[src/common/vector_map_pkg.sv]
// constants for the reset entry point and the two vector tables
// assumes a 24-bit word-addressed program space, two address units per word
package vector_map_pkg;
    localparam int ADDR_W = 24;
    localparam logic [23:0] RESET_ADDR = 24'h000000;
    localparam logic [23:0] JUMP_TARGET_ADDR = 24'h000002;
    localparam logic [23:0] RESERVED_ADDR = 24'h000004;
    localparam logic [23:0] PRIMARY_BASE = 24'h000000;
    localparam logic [23:0] ALTERNATE_BASE = 24'h000100;
    localparam logic [23:0] TRAP_OFFSET = 24'h000006;
    localparam logic [23:0] IRQ_OFFSET = 24'h000014;
    localparam logic [23:0] PRIMARY_IRQ_LAST = 24'h0000FE;
    localparam logic [23:0] ALTERNATE_IRQ_FIRST = 24'h000114;
    localparam logic [23:0] ALTERNATE_IRQ_LAST = 24'h0001FE;
    localparam logic [23:0] USER_CODE_ADDR = 24'h000200;
    localparam int NUM_TRAPS = 5;
    localparam int NUM_IRQS = 118;
    localparam logic [6:0] IRQ_MAX = 7'h75;
    localparam logic [2:0] TRAP_MAX = 3'h4;
    typedef enum logic [1:0] {
        ST_RUN = 2'b00,
        ST_FETCH = 2'b01,
        ST_LOAD = 2'b10
    } vec_state_t;
endpackage

[src/logic/reset_vector_unit.sv]
// program counter start-up and vector fetch sequencing for traps and interrupts
// assumes the core drives one-cycle accept pulses and a one-cycle program read answer
`timescale 1ns/10ps
// Functional notes
// - any reset clears state and sets the program counter to zero
// - first fetch after reset comes from address zero
// - reset uses no vector lookup and involves no interrupt logic
// - after a reserved word come five trap vectors then two reserved words
// - primary interrupt vector n sits at 0x14 plus twice n
// - alternate table repeats the layout at 0x100; user code at 0x200
// - lower table address gives higher natural priority
// - select bit chooses the alternate table for every vector
// - each vector word holds a 24-bit handler address loaded into the counter
module reset_vector_unit (
    input wire logic I_CLK,
    input wire logic I_RST,
    input wire logic [4:0] I_TRAP_PENDING,
    input wire logic [117:0] I_IRQ_PENDING,
    input wire logic I_ACCEPT,
    input wire logic I_ALTERNATE_TABLE_SELECT,
    input wire logic I_ADVANCE,
    input wire logic [23:0] I_NEXT_PC,
    input wire logic [23:0] I_READ_DATA,
    input wire logic I_READ_VALID,
    output logic [23:0] O_PROGRAM_COUNTER,
    output logic O_READ_REQ,
    output logic [23:0] O_READ_ADDR,
    output logic O_TAKEN,
    output logic [6:0] O_TAKEN_INDEX,
    output logic O_BUSY
);
    localparam int NSRC = vector_map_pkg::NUM_TRAPS + vector_map_pkg::NUM_IRQS;

    vector_map_pkg::vec_state_t state, next_state;
    logic [23:0] pc, next_pc;
    logic [23:0] addr, next_addr;
    logic [6:0] idx, next_idx;
    logic taken, next_taken;
    logic any_pending;
    logic [6:0] win_index;

    // word address of source k (traps 0..4, then irq 0..117) in a table
    function automatic logic [23:0] vector_addr(input logic alt, input logic [6:0] k);
        logic [23:0] base;
        logic [23:0] off;
        base = alt ? vector_map_pkg::ALTERNATE_BASE : vector_map_pkg::PRIMARY_BASE;
        if (k <= 7'(vector_map_pkg::TRAP_MAX))
            off = vector_map_pkg::TRAP_OFFSET + {16'h0000, k, 1'b0};
        else
            off = vector_map_pkg::IRQ_OFFSET
                + {16'h0000, 7'(k - 7'(vector_map_pkg::NUM_TRAPS)), 1'b0};
        return base + off;
    endfunction

    vector_select #(
        .N(NSRC)
    ) u_select (
        .i_pending({I_IRQ_PENDING, I_TRAP_PENDING}),
        .o_any(any_pending),
        .o_index(win_index)
    );

    always_comb begin
        next_state = state;
        next_pc = pc;
        next_addr = addr;
        next_idx = idx;
        next_taken = 1'b0;
        case (state)
            vector_map_pkg::ST_RUN: begin
                if (I_ACCEPT && any_pending) begin
                    next_idx = win_index;
                    next_addr = vector_addr(I_ALTERNATE_TABLE_SELECT, win_index);
                    next_state = vector_map_pkg::ST_FETCH;
                end else if (I_ADVANCE) begin
                    next_pc = I_NEXT_PC;
                end
            end
            vector_map_pkg::ST_FETCH: begin
                next_state = vector_map_pkg::ST_LOAD;
            end
            vector_map_pkg::ST_LOAD: begin
                if (I_READ_VALID) begin
                    next_pc = I_READ_DATA;
                    next_taken = 1'b1;
                    next_state = vector_map_pkg::ST_RUN;
                end
            end
            default: begin
                next_state = vector_map_pkg::ST_RUN;
            end
        endcase
    end

    // reset goes straight to address zero with no table read
    always_ff @(posedge I_CLK or posedge I_RST) begin
        if (I_RST) begin
            state <= vector_map_pkg::ST_RUN;
            pc <= vector_map_pkg::RESET_ADDR;
            addr <= vector_map_pkg::RESET_ADDR;
            idx <= 7'h00;
            taken <= 1'b0;
        end else begin
            state <= next_state;
            pc <= next_pc;
            addr <= next_addr;
            idx <= next_idx;
            taken <= next_taken;
        end
    end

    assign O_PROGRAM_COUNTER = pc;
    assign O_READ_ADDR = addr;
    assign O_READ_REQ = (state == vector_map_pkg::ST_FETCH);
    assign O_TAKEN = taken;
    assign O_TAKEN_INDEX = idx;
    assign O_BUSY = (state != vector_map_pkg::ST_RUN);

    chk_reset_pc_zero: assert property (@(posedge I_CLK) $fell(I_RST) |->
        O_PROGRAM_COUNTER == vector_map_pkg::RESET_ADDR)
        else $error("program counter not zero after reset");
    chk_reset_no_fetch: assert property (@(posedge I_CLK) $fell(I_RST) |->
        !O_READ_REQ && !O_BUSY)
        else $error("vector activity right after reset");
    chk_reset_no_vector: assert property (@(posedge I_CLK) disable iff (I_RST)
        O_READ_REQ |-> $past(O_BUSY) || $past(I_ACCEPT))
        else $error("vector read without accept");
    chk_trap_layout: assert property (@(posedge I_CLK) disable iff (I_RST)
        O_READ_REQ && O_TAKEN_INDEX <= 7'(vector_map_pkg::TRAP_MAX) |->
        O_READ_ADDR[7:0] == 8'(vector_map_pkg::TRAP_OFFSET) + {O_TAKEN_INDEX, 1'b0})
        else $error("trap vector address wrong");
    chk_irq_range: assert property (@(posedge I_CLK) disable iff (I_RST)
        O_READ_REQ && O_TAKEN_INDEX > 7'(vector_map_pkg::TRAP_MAX) |->
        O_READ_ADDR[7:0] >= 8'(vector_map_pkg::IRQ_OFFSET)
        && O_READ_ADDR < vector_map_pkg::USER_CODE_ADDR)
        else $error("interrupt vector address out of table");
    chk_table_select: assert property (@(posedge I_CLK) disable iff (I_RST)
        I_ACCEPT && !O_BUSY && (|{I_IRQ_PENDING, I_TRAP_PENDING}) |=> O_READ_REQ
        && O_READ_ADDR[8] == $past(I_ALTERNATE_TABLE_SELECT))
        else $error("table select not honoured");
    chk_priority_low: assert property (@(posedge I_CLK) disable iff (I_RST)
        I_ACCEPT && !O_BUSY && I_TRAP_PENDING[0] |=> O_TAKEN_INDEX == 7'h00)
        else $error("lowest address did not win");
    chk_handler_load: assert property (@(posedge I_CLK) disable iff (I_RST)
        O_BUSY && !O_READ_REQ && I_READ_VALID |=>
        O_TAKEN && O_PROGRAM_COUNTER == $past(I_READ_DATA))
        else $error("handler address not loaded");
    // exact interrupt slot, not only its range
    chk_irq_slot: assert property (@(posedge I_CLK) disable iff (I_RST)
        O_READ_REQ && O_TAKEN_INDEX > 7'(vector_map_pkg::TRAP_MAX) |->
        O_READ_ADDR[7:0] == 8'(vector_map_pkg::IRQ_OFFSET)
        + {O_TAKEN_INDEX - 7'(vector_map_pkg::NUM_TRAPS), 1'b0})
        else $error("interrupt vector slot wrong");
    chk_primary_top: assert property (@(posedge I_CLK) disable iff (I_RST)
        O_READ_REQ && !O_READ_ADDR[8] |->
        O_READ_ADDR <= vector_map_pkg::PRIMARY_IRQ_LAST)
        else $error("primary vector past table end");
    chk_alt_irq_start: assert property (@(posedge I_CLK) disable iff (I_RST)
        O_READ_REQ && O_READ_ADDR[8] && O_TAKEN_INDEX > 7'(vector_map_pkg::TRAP_MAX) |->
        O_READ_ADDR >= vector_map_pkg::ALTERNATE_IRQ_FIRST
        && O_READ_ADDR <= vector_map_pkg::ALTERNATE_IRQ_LAST)
        else $error("alternate interrupt vector out of table");
    // the reserved word at 0x04 and the reset words are never fetched as vectors
    chk_reserved_skip: assert property (@(posedge I_CLK) disable iff (I_RST)
        O_READ_REQ |->
        O_READ_ADDR[7:0] != 8'(vector_map_pkg::RESERVED_ADDR)
        && O_READ_ADDR[7:0] != 8'(vector_map_pkg::RESET_ADDR)
        && O_READ_ADDR[7:0] != 8'(vector_map_pkg::JUMP_TARGET_ADDR))
        else $error("reserved word used as vector");
    chk_trap_first: assert property (@(posedge I_CLK) disable iff (I_RST)
        I_ACCEPT && !O_BUSY && (|I_TRAP_PENDING) |=>
        O_TAKEN_INDEX <= 7'(vector_map_pkg::TRAP_MAX))
        else $error("interrupt beat a pending trap");
    chk_fetch_once: assert property (@(posedge I_CLK) disable iff (I_RST)
        O_READ_REQ |=> O_BUSY && !O_READ_REQ)
        else $error("vector read not a single request");
    chk_taken_pulse: assert property (@(posedge I_CLK) disable iff (I_RST)
        O_TAKEN |=> !O_TAKEN)
        else $error("taken strobe longer than one cycle");
    // counter must not move while a vector is in flight
    chk_pc_hold_busy: assert property (@(posedge I_CLK) disable iff (I_RST)
        O_BUSY && !(I_READ_VALID && !O_READ_REQ) |=>
        O_PROGRAM_COUNTER == $past(O_PROGRAM_COUNTER))
        else $error("counter moved during vector fetch");
    chk_taken_idle: assert property (@(posedge I_CLK) disable iff (I_RST)
        O_TAKEN |-> !O_BUSY)
        else $error("taken while still busy");
    cov_trap: cover property (@(posedge I_CLK) O_TAKEN && O_TAKEN_INDEX < 7'h05);
    cov_primary_irq: cover property (@(posedge I_CLK)
        O_READ_REQ && !O_READ_ADDR[8] && O_TAKEN_INDEX > 7'h04);
    cov_slow_answer: cover property (@(posedge I_CLK)
        O_BUSY && !O_READ_REQ && !I_READ_VALID);
    cov_alt: cover property (@(posedge I_CLK) O_READ_REQ && O_READ_ADDR[8]);
    cov_last_irq: cover property (@(posedge I_CLK)
        O_READ_REQ && O_READ_ADDR == vector_map_pkg::ALTERNATE_IRQ_LAST);
endmodule // reset_vector_unit

[src/logic/vector_select.sv]
// picks the winning pending source by natural priority
// assumes pending vectors arrive as a flat bit vector, traps first
`timescale 1ns/10ps
module vector_select #(
    parameter int N = 123
) (
    input wire logic [N-1:0] i_pending,
    output logic o_any,
    output logic [6:0] o_index
);
    // lowest index means lowest address, so it wins
    always_comb begin
        o_any = 1'b0;
        o_index = 7'h00;
        for (int k = N - 1; k >= 0; k--) begin
            if (i_pending[k]) begin
                o_any = 1'b1;
                o_index = 7'(k);
            end
        end
    end
endmodule // vector_select

[config.mk]
export PLATFORM = sky130hd
export DESIGN_NAME = reset_vector_unit
export DESIGN_NICKNAME = d
export VERILOG_FILES = /design/src/common/vector_map_pkg.sv /design/src/logic/reset_vector_unit.sv /design/src/logic/vector_select.sv
export SDC_FILE = /design/constraint.sdc
export NUM_CORES = 1
export LEC_CHECK = 0
export BUFFER_PORTS_ARGS = -buffer_cell sky130_fd_sc_hd__buf_2
export CAP_MARGIN = 20
export CORE_MARGIN = 3
export CORE_UTILIZATION = 45
export CTS_CLUSTER_SIZE = 24
export DETAILED_ROUTE_END_ITERATION = 6
export HOLD_SLACK_MARGIN = 0.1
export PLACE_DENSITY = 0.91
export SLEW_MARGIN = 20
export SYNTH_ARGS = -nofsm -noshare
export SYNTH_HDL_FRONTEND = slang
export SYNTH_SLANG_ARGS = --single-unit
[constraint.sdc]
create_clock -name I_CLK -period 2.3 [get_ports I_CLK]
set_input_delay 0.115 -clock I_CLK [delete_from_list [all_inputs] [get_ports I_CLK]]
set_output_delay 0.115 -clock I_CLK [all_outputs]
set_load 0.1 [all_outputs]
==> flow_summary.ini <==
[synth]
netlist_instances = 509
synthesis.area_sq_um = 3940
synthTopCellsByCount = 72 x nor2_1, 45 x a21oi_1, 43 x dfrtp_1
yosysSeqAreaShare_pct = 27.3
ys_ff_latch = 43
synth_edf_count = 0
post_synth.cell_area_avg_sq_um = 7.73
yosysTopAreaCell = dfrtp_1
netlist.area_leader.share_pct = 27.3
yosysUniqueCellTypes = 68
yosys_warnings = 0
yosysMostFrequentCell = nor2_1
ys_top_cells_by_area = dfrtp_1 27%, nor2_1 6.9%, mux2i_1 6.4%, nor4_1 5.9%, a21oi_1 5.7%
synthArstFlopShare_pct = 100
ys.flop_type = dfrtp_1

[floorplan]
core.rowCount = 33
fp.dieH_um = 99.5
die-area_sq_um = 9900
core_sq_um = 8340
start_util_pct = 47.2
die_w_um = 99.5
ios = 235

[route]
dr.pass1.iters = 7
route.detailed.drc = 5
antenna_left = 0
drt-initial-drc-count = 480
via_per_inst = 6.30
vias = 6415
finalWirelength_um = 20400
wl_per_cell_um = 20.0

[sta]
clock_skew_ns = 0.0102
hold_viol_final = 0
setup_viol = 36
drv_slew = 0
fmax_mhz = 291
min_period_ns = 3.43
slew_headroom_pct = 43.4
finalCritPeriodShare_pct = 149
rsz0062_at_grt = yes
fin_ws_ns = -1.13
tightest_slew_ns = 0.844

[layout]
design_area_sq_um = 7130
n_antenna_cell = 0
layout-drive-gt1-share_pct = 54.2
synthToLayoutAreaGrowth_pct = 81.3
final_cells = 1019
final_nets = 1093

[global_routing]
grt_pass1_wl_um = 27900
grt_max_degree = 26
grt_usage_pct = 34.3
grt_overflow_total = 0
grt_pass1_vias = 6201
antenna_found_initial = 0

[power_and_ir_drop]
max-vdd-ir-drop_v = 0.000732
power_density_nw_per_um2 = 904
p_leak_nw = 3.43

[place]
place.gp.congestion = 0.904
dp.cells = 1000
io_buffers = 219
placed_cell_area_sq_um = 6550
hpwl_um = 14200

[min_path]
worstHoldPathType = primary input to register
hold_end = O_PROGRAM_COUNTER[22]$_DFFE_PP0P_
hold_start = I_NEXT_PC[22]
hold_depth = 3

[clocking]
clock-sinks = 43
numCtsBuffers = 5
cts_tree = yes
htreeDepth = 2
root_buffer = clkbuf_8
worstSkewPairLatency_ns = 0.30
clockBufferDepth = 2
clk_pin_slew_worst_paths_ns = 0.08

[worst_setup_path]
crit_type = primary input to register
rr_endpoint = O_READ_ADDR[5]$_DFFE_PP0P_
cp.arrival_ns = 3.63
end_kind = register
startpoint_type = primary input
worstPathRequired_ns = 2.49
worst-r2r-setup-slack_ns = 0.42
r2r_cells = 5
worst-path-max-fanout = 4
r2r-start = state[1]$_DFFE_PP0P_

[run]
maxCapViolCount = 0

[outcome]
status = finished with violations
violations = DRC, setup timing
==> through the flow <==
stage	setup TNS (ns)	power, mW	utilization [%]	worst slack (ns)	hold WS (ns)
after floorplan	-6.26	4.38	-	-0.999	0.212
after global placement	-15.46	5.28	78.5	-1.23	0.191
after detailed placement	-19.65	5.41	78.5	-1.47	0.196
after CTS	-7.30	6.20	82.1	-1.08	0.129
after global routing	-17.21	6.66	85.5	-1.19	0.140
final	-10.71	6.45	85.5	-1.13	0.116
==> repair_timing <==
item                                    4_1_cts  5_1_grt
pin swaps                                    15       22
setup buffers                                 2        6
cloned                                        1        0
endpoints found under the setup margin       32       37
endpoints found under the hold margin        24        0
gates resized for setup                      18       49
hold buffers                                  3        0
==> worst max-delay path, cell delays in order <==
cell	delay [ns]
buf_6	0.09
nor3b_2	0.17
o31ai_1	0.08
a211oi_1	0.35
o2111ai_1	0.22
a211o_1	0.37
a211o_1	0.34
or3_4	0.36
ha_4	0.31
inv_2	0.04
ha_2	0.18
or2_4	0.25
a311oi_2	0.23
a211oi_2	0.07
xor2_1	0.17
o31ai_1	0.28
==> layout by cell type (no fill, tap or decap), types with 10 or more instances in the layout <==
master | Yosys | routed
mux2i_1 | 25 | 24
o31ai_1 | 13 | 11
buf_4 | 15 | 183
inv_1 | 30 | 27
nor3_1 | 20 | 19
buf_2 | 3 | 215
nor4_2 | 4 | 16
nand2b_1 | 13 | 11
dfrtp_1 | 43 | 43
o21ai_0 | 12 | 10
nor2_1 | 72 | 70
nand2_1 | 28 | 27
conb_1 | 1 | 15
a21oi_1 | 45 | 38
nand3_1 | 12 | 12
nor4_1 | 37 | 17
==> state kept, by name, summed over array words and instances (netlist names) <==
| register | cells |
|---|---|
| O_PROGRAM_COUNTER | 24 |
| O_READ_ADDR | 9 |
| O_TAKEN_INDEX | 7 |
| state | 2 |
| O_TAKEN | 1 |
==> metal layers <==
layer  track usage [%]  vias to the layer above  part of all wire (%)
li1                  -                     2707                     -
met1              33.8                     2901                    31
met2              67.3                      598                    49
met3              4.84                      209                    10
met4              19.4                        0                   8.8
met5                 0                        -                     0
==> cell type report <==
cell class | count | area [sq um]
clock inverter | 2 | 60.1
timing repair buffer | 410 | 2610
clock buffer | 6 | 72.6
fill | 410 | 1210
inverter | 30 | 113
sequential | 43 | 1080
tap | 105 | 131
multi-input combinational | 423 | 3070
==> report_power, final <==
group          internal [mW]  total, mW  switching [mW]
Sequential              1.06       1.23           0.177
Combinational           1.05       4.51            3.47
Clock                  0.434      0.698           0.264
==> how the worst max path moves through the flow <==
stage	cells past startpoint	slack, ns	endpoint	from
3_5_place_dp	17	-1.47	O_READ_ADDR[6]$_DFFE_PP0P_	I_IRQ_PENDING[10]
2_1_floorplan	15	-1.0	O_READ_ADDR[7]$_DFFE_PP0P_	I_IRQ_PENDING[38]
4_1_cts	17	-1.08	O_READ_ADDR[6]$_DFFE_PP0P_	I_IRQ_PENDING[4]
6_report	16	-1.13	O_READ_ADDR[6]$_DFFE_PP0P_	I_IRQ_PENDING[116]
5_1_grt	16	-1.19	O_READ_ADDR[7]$_DFFE_PP0P_	I_IRQ_PENDING[4]
3_3_place_gp	17	-1.23	O_READ_ADDR[6]$_DFFE_PP0P_	I_IRQ_PENDING[10]
==> kinds of logic after synthesis <==
logic type	after synthesis	synth area share, %
buffers and inverters	57	7.15
and+or+nand+nor	230	30.9
DFF	43	27.3
xor gates and xnor gates	7	1.56
AOI/OAI and AO/OA	141	25.1
muxes	27	6.93
adders and majority gates	3	0.954
other	1	0.0953
Note: power is estimated with default switching activity, not from simulation.
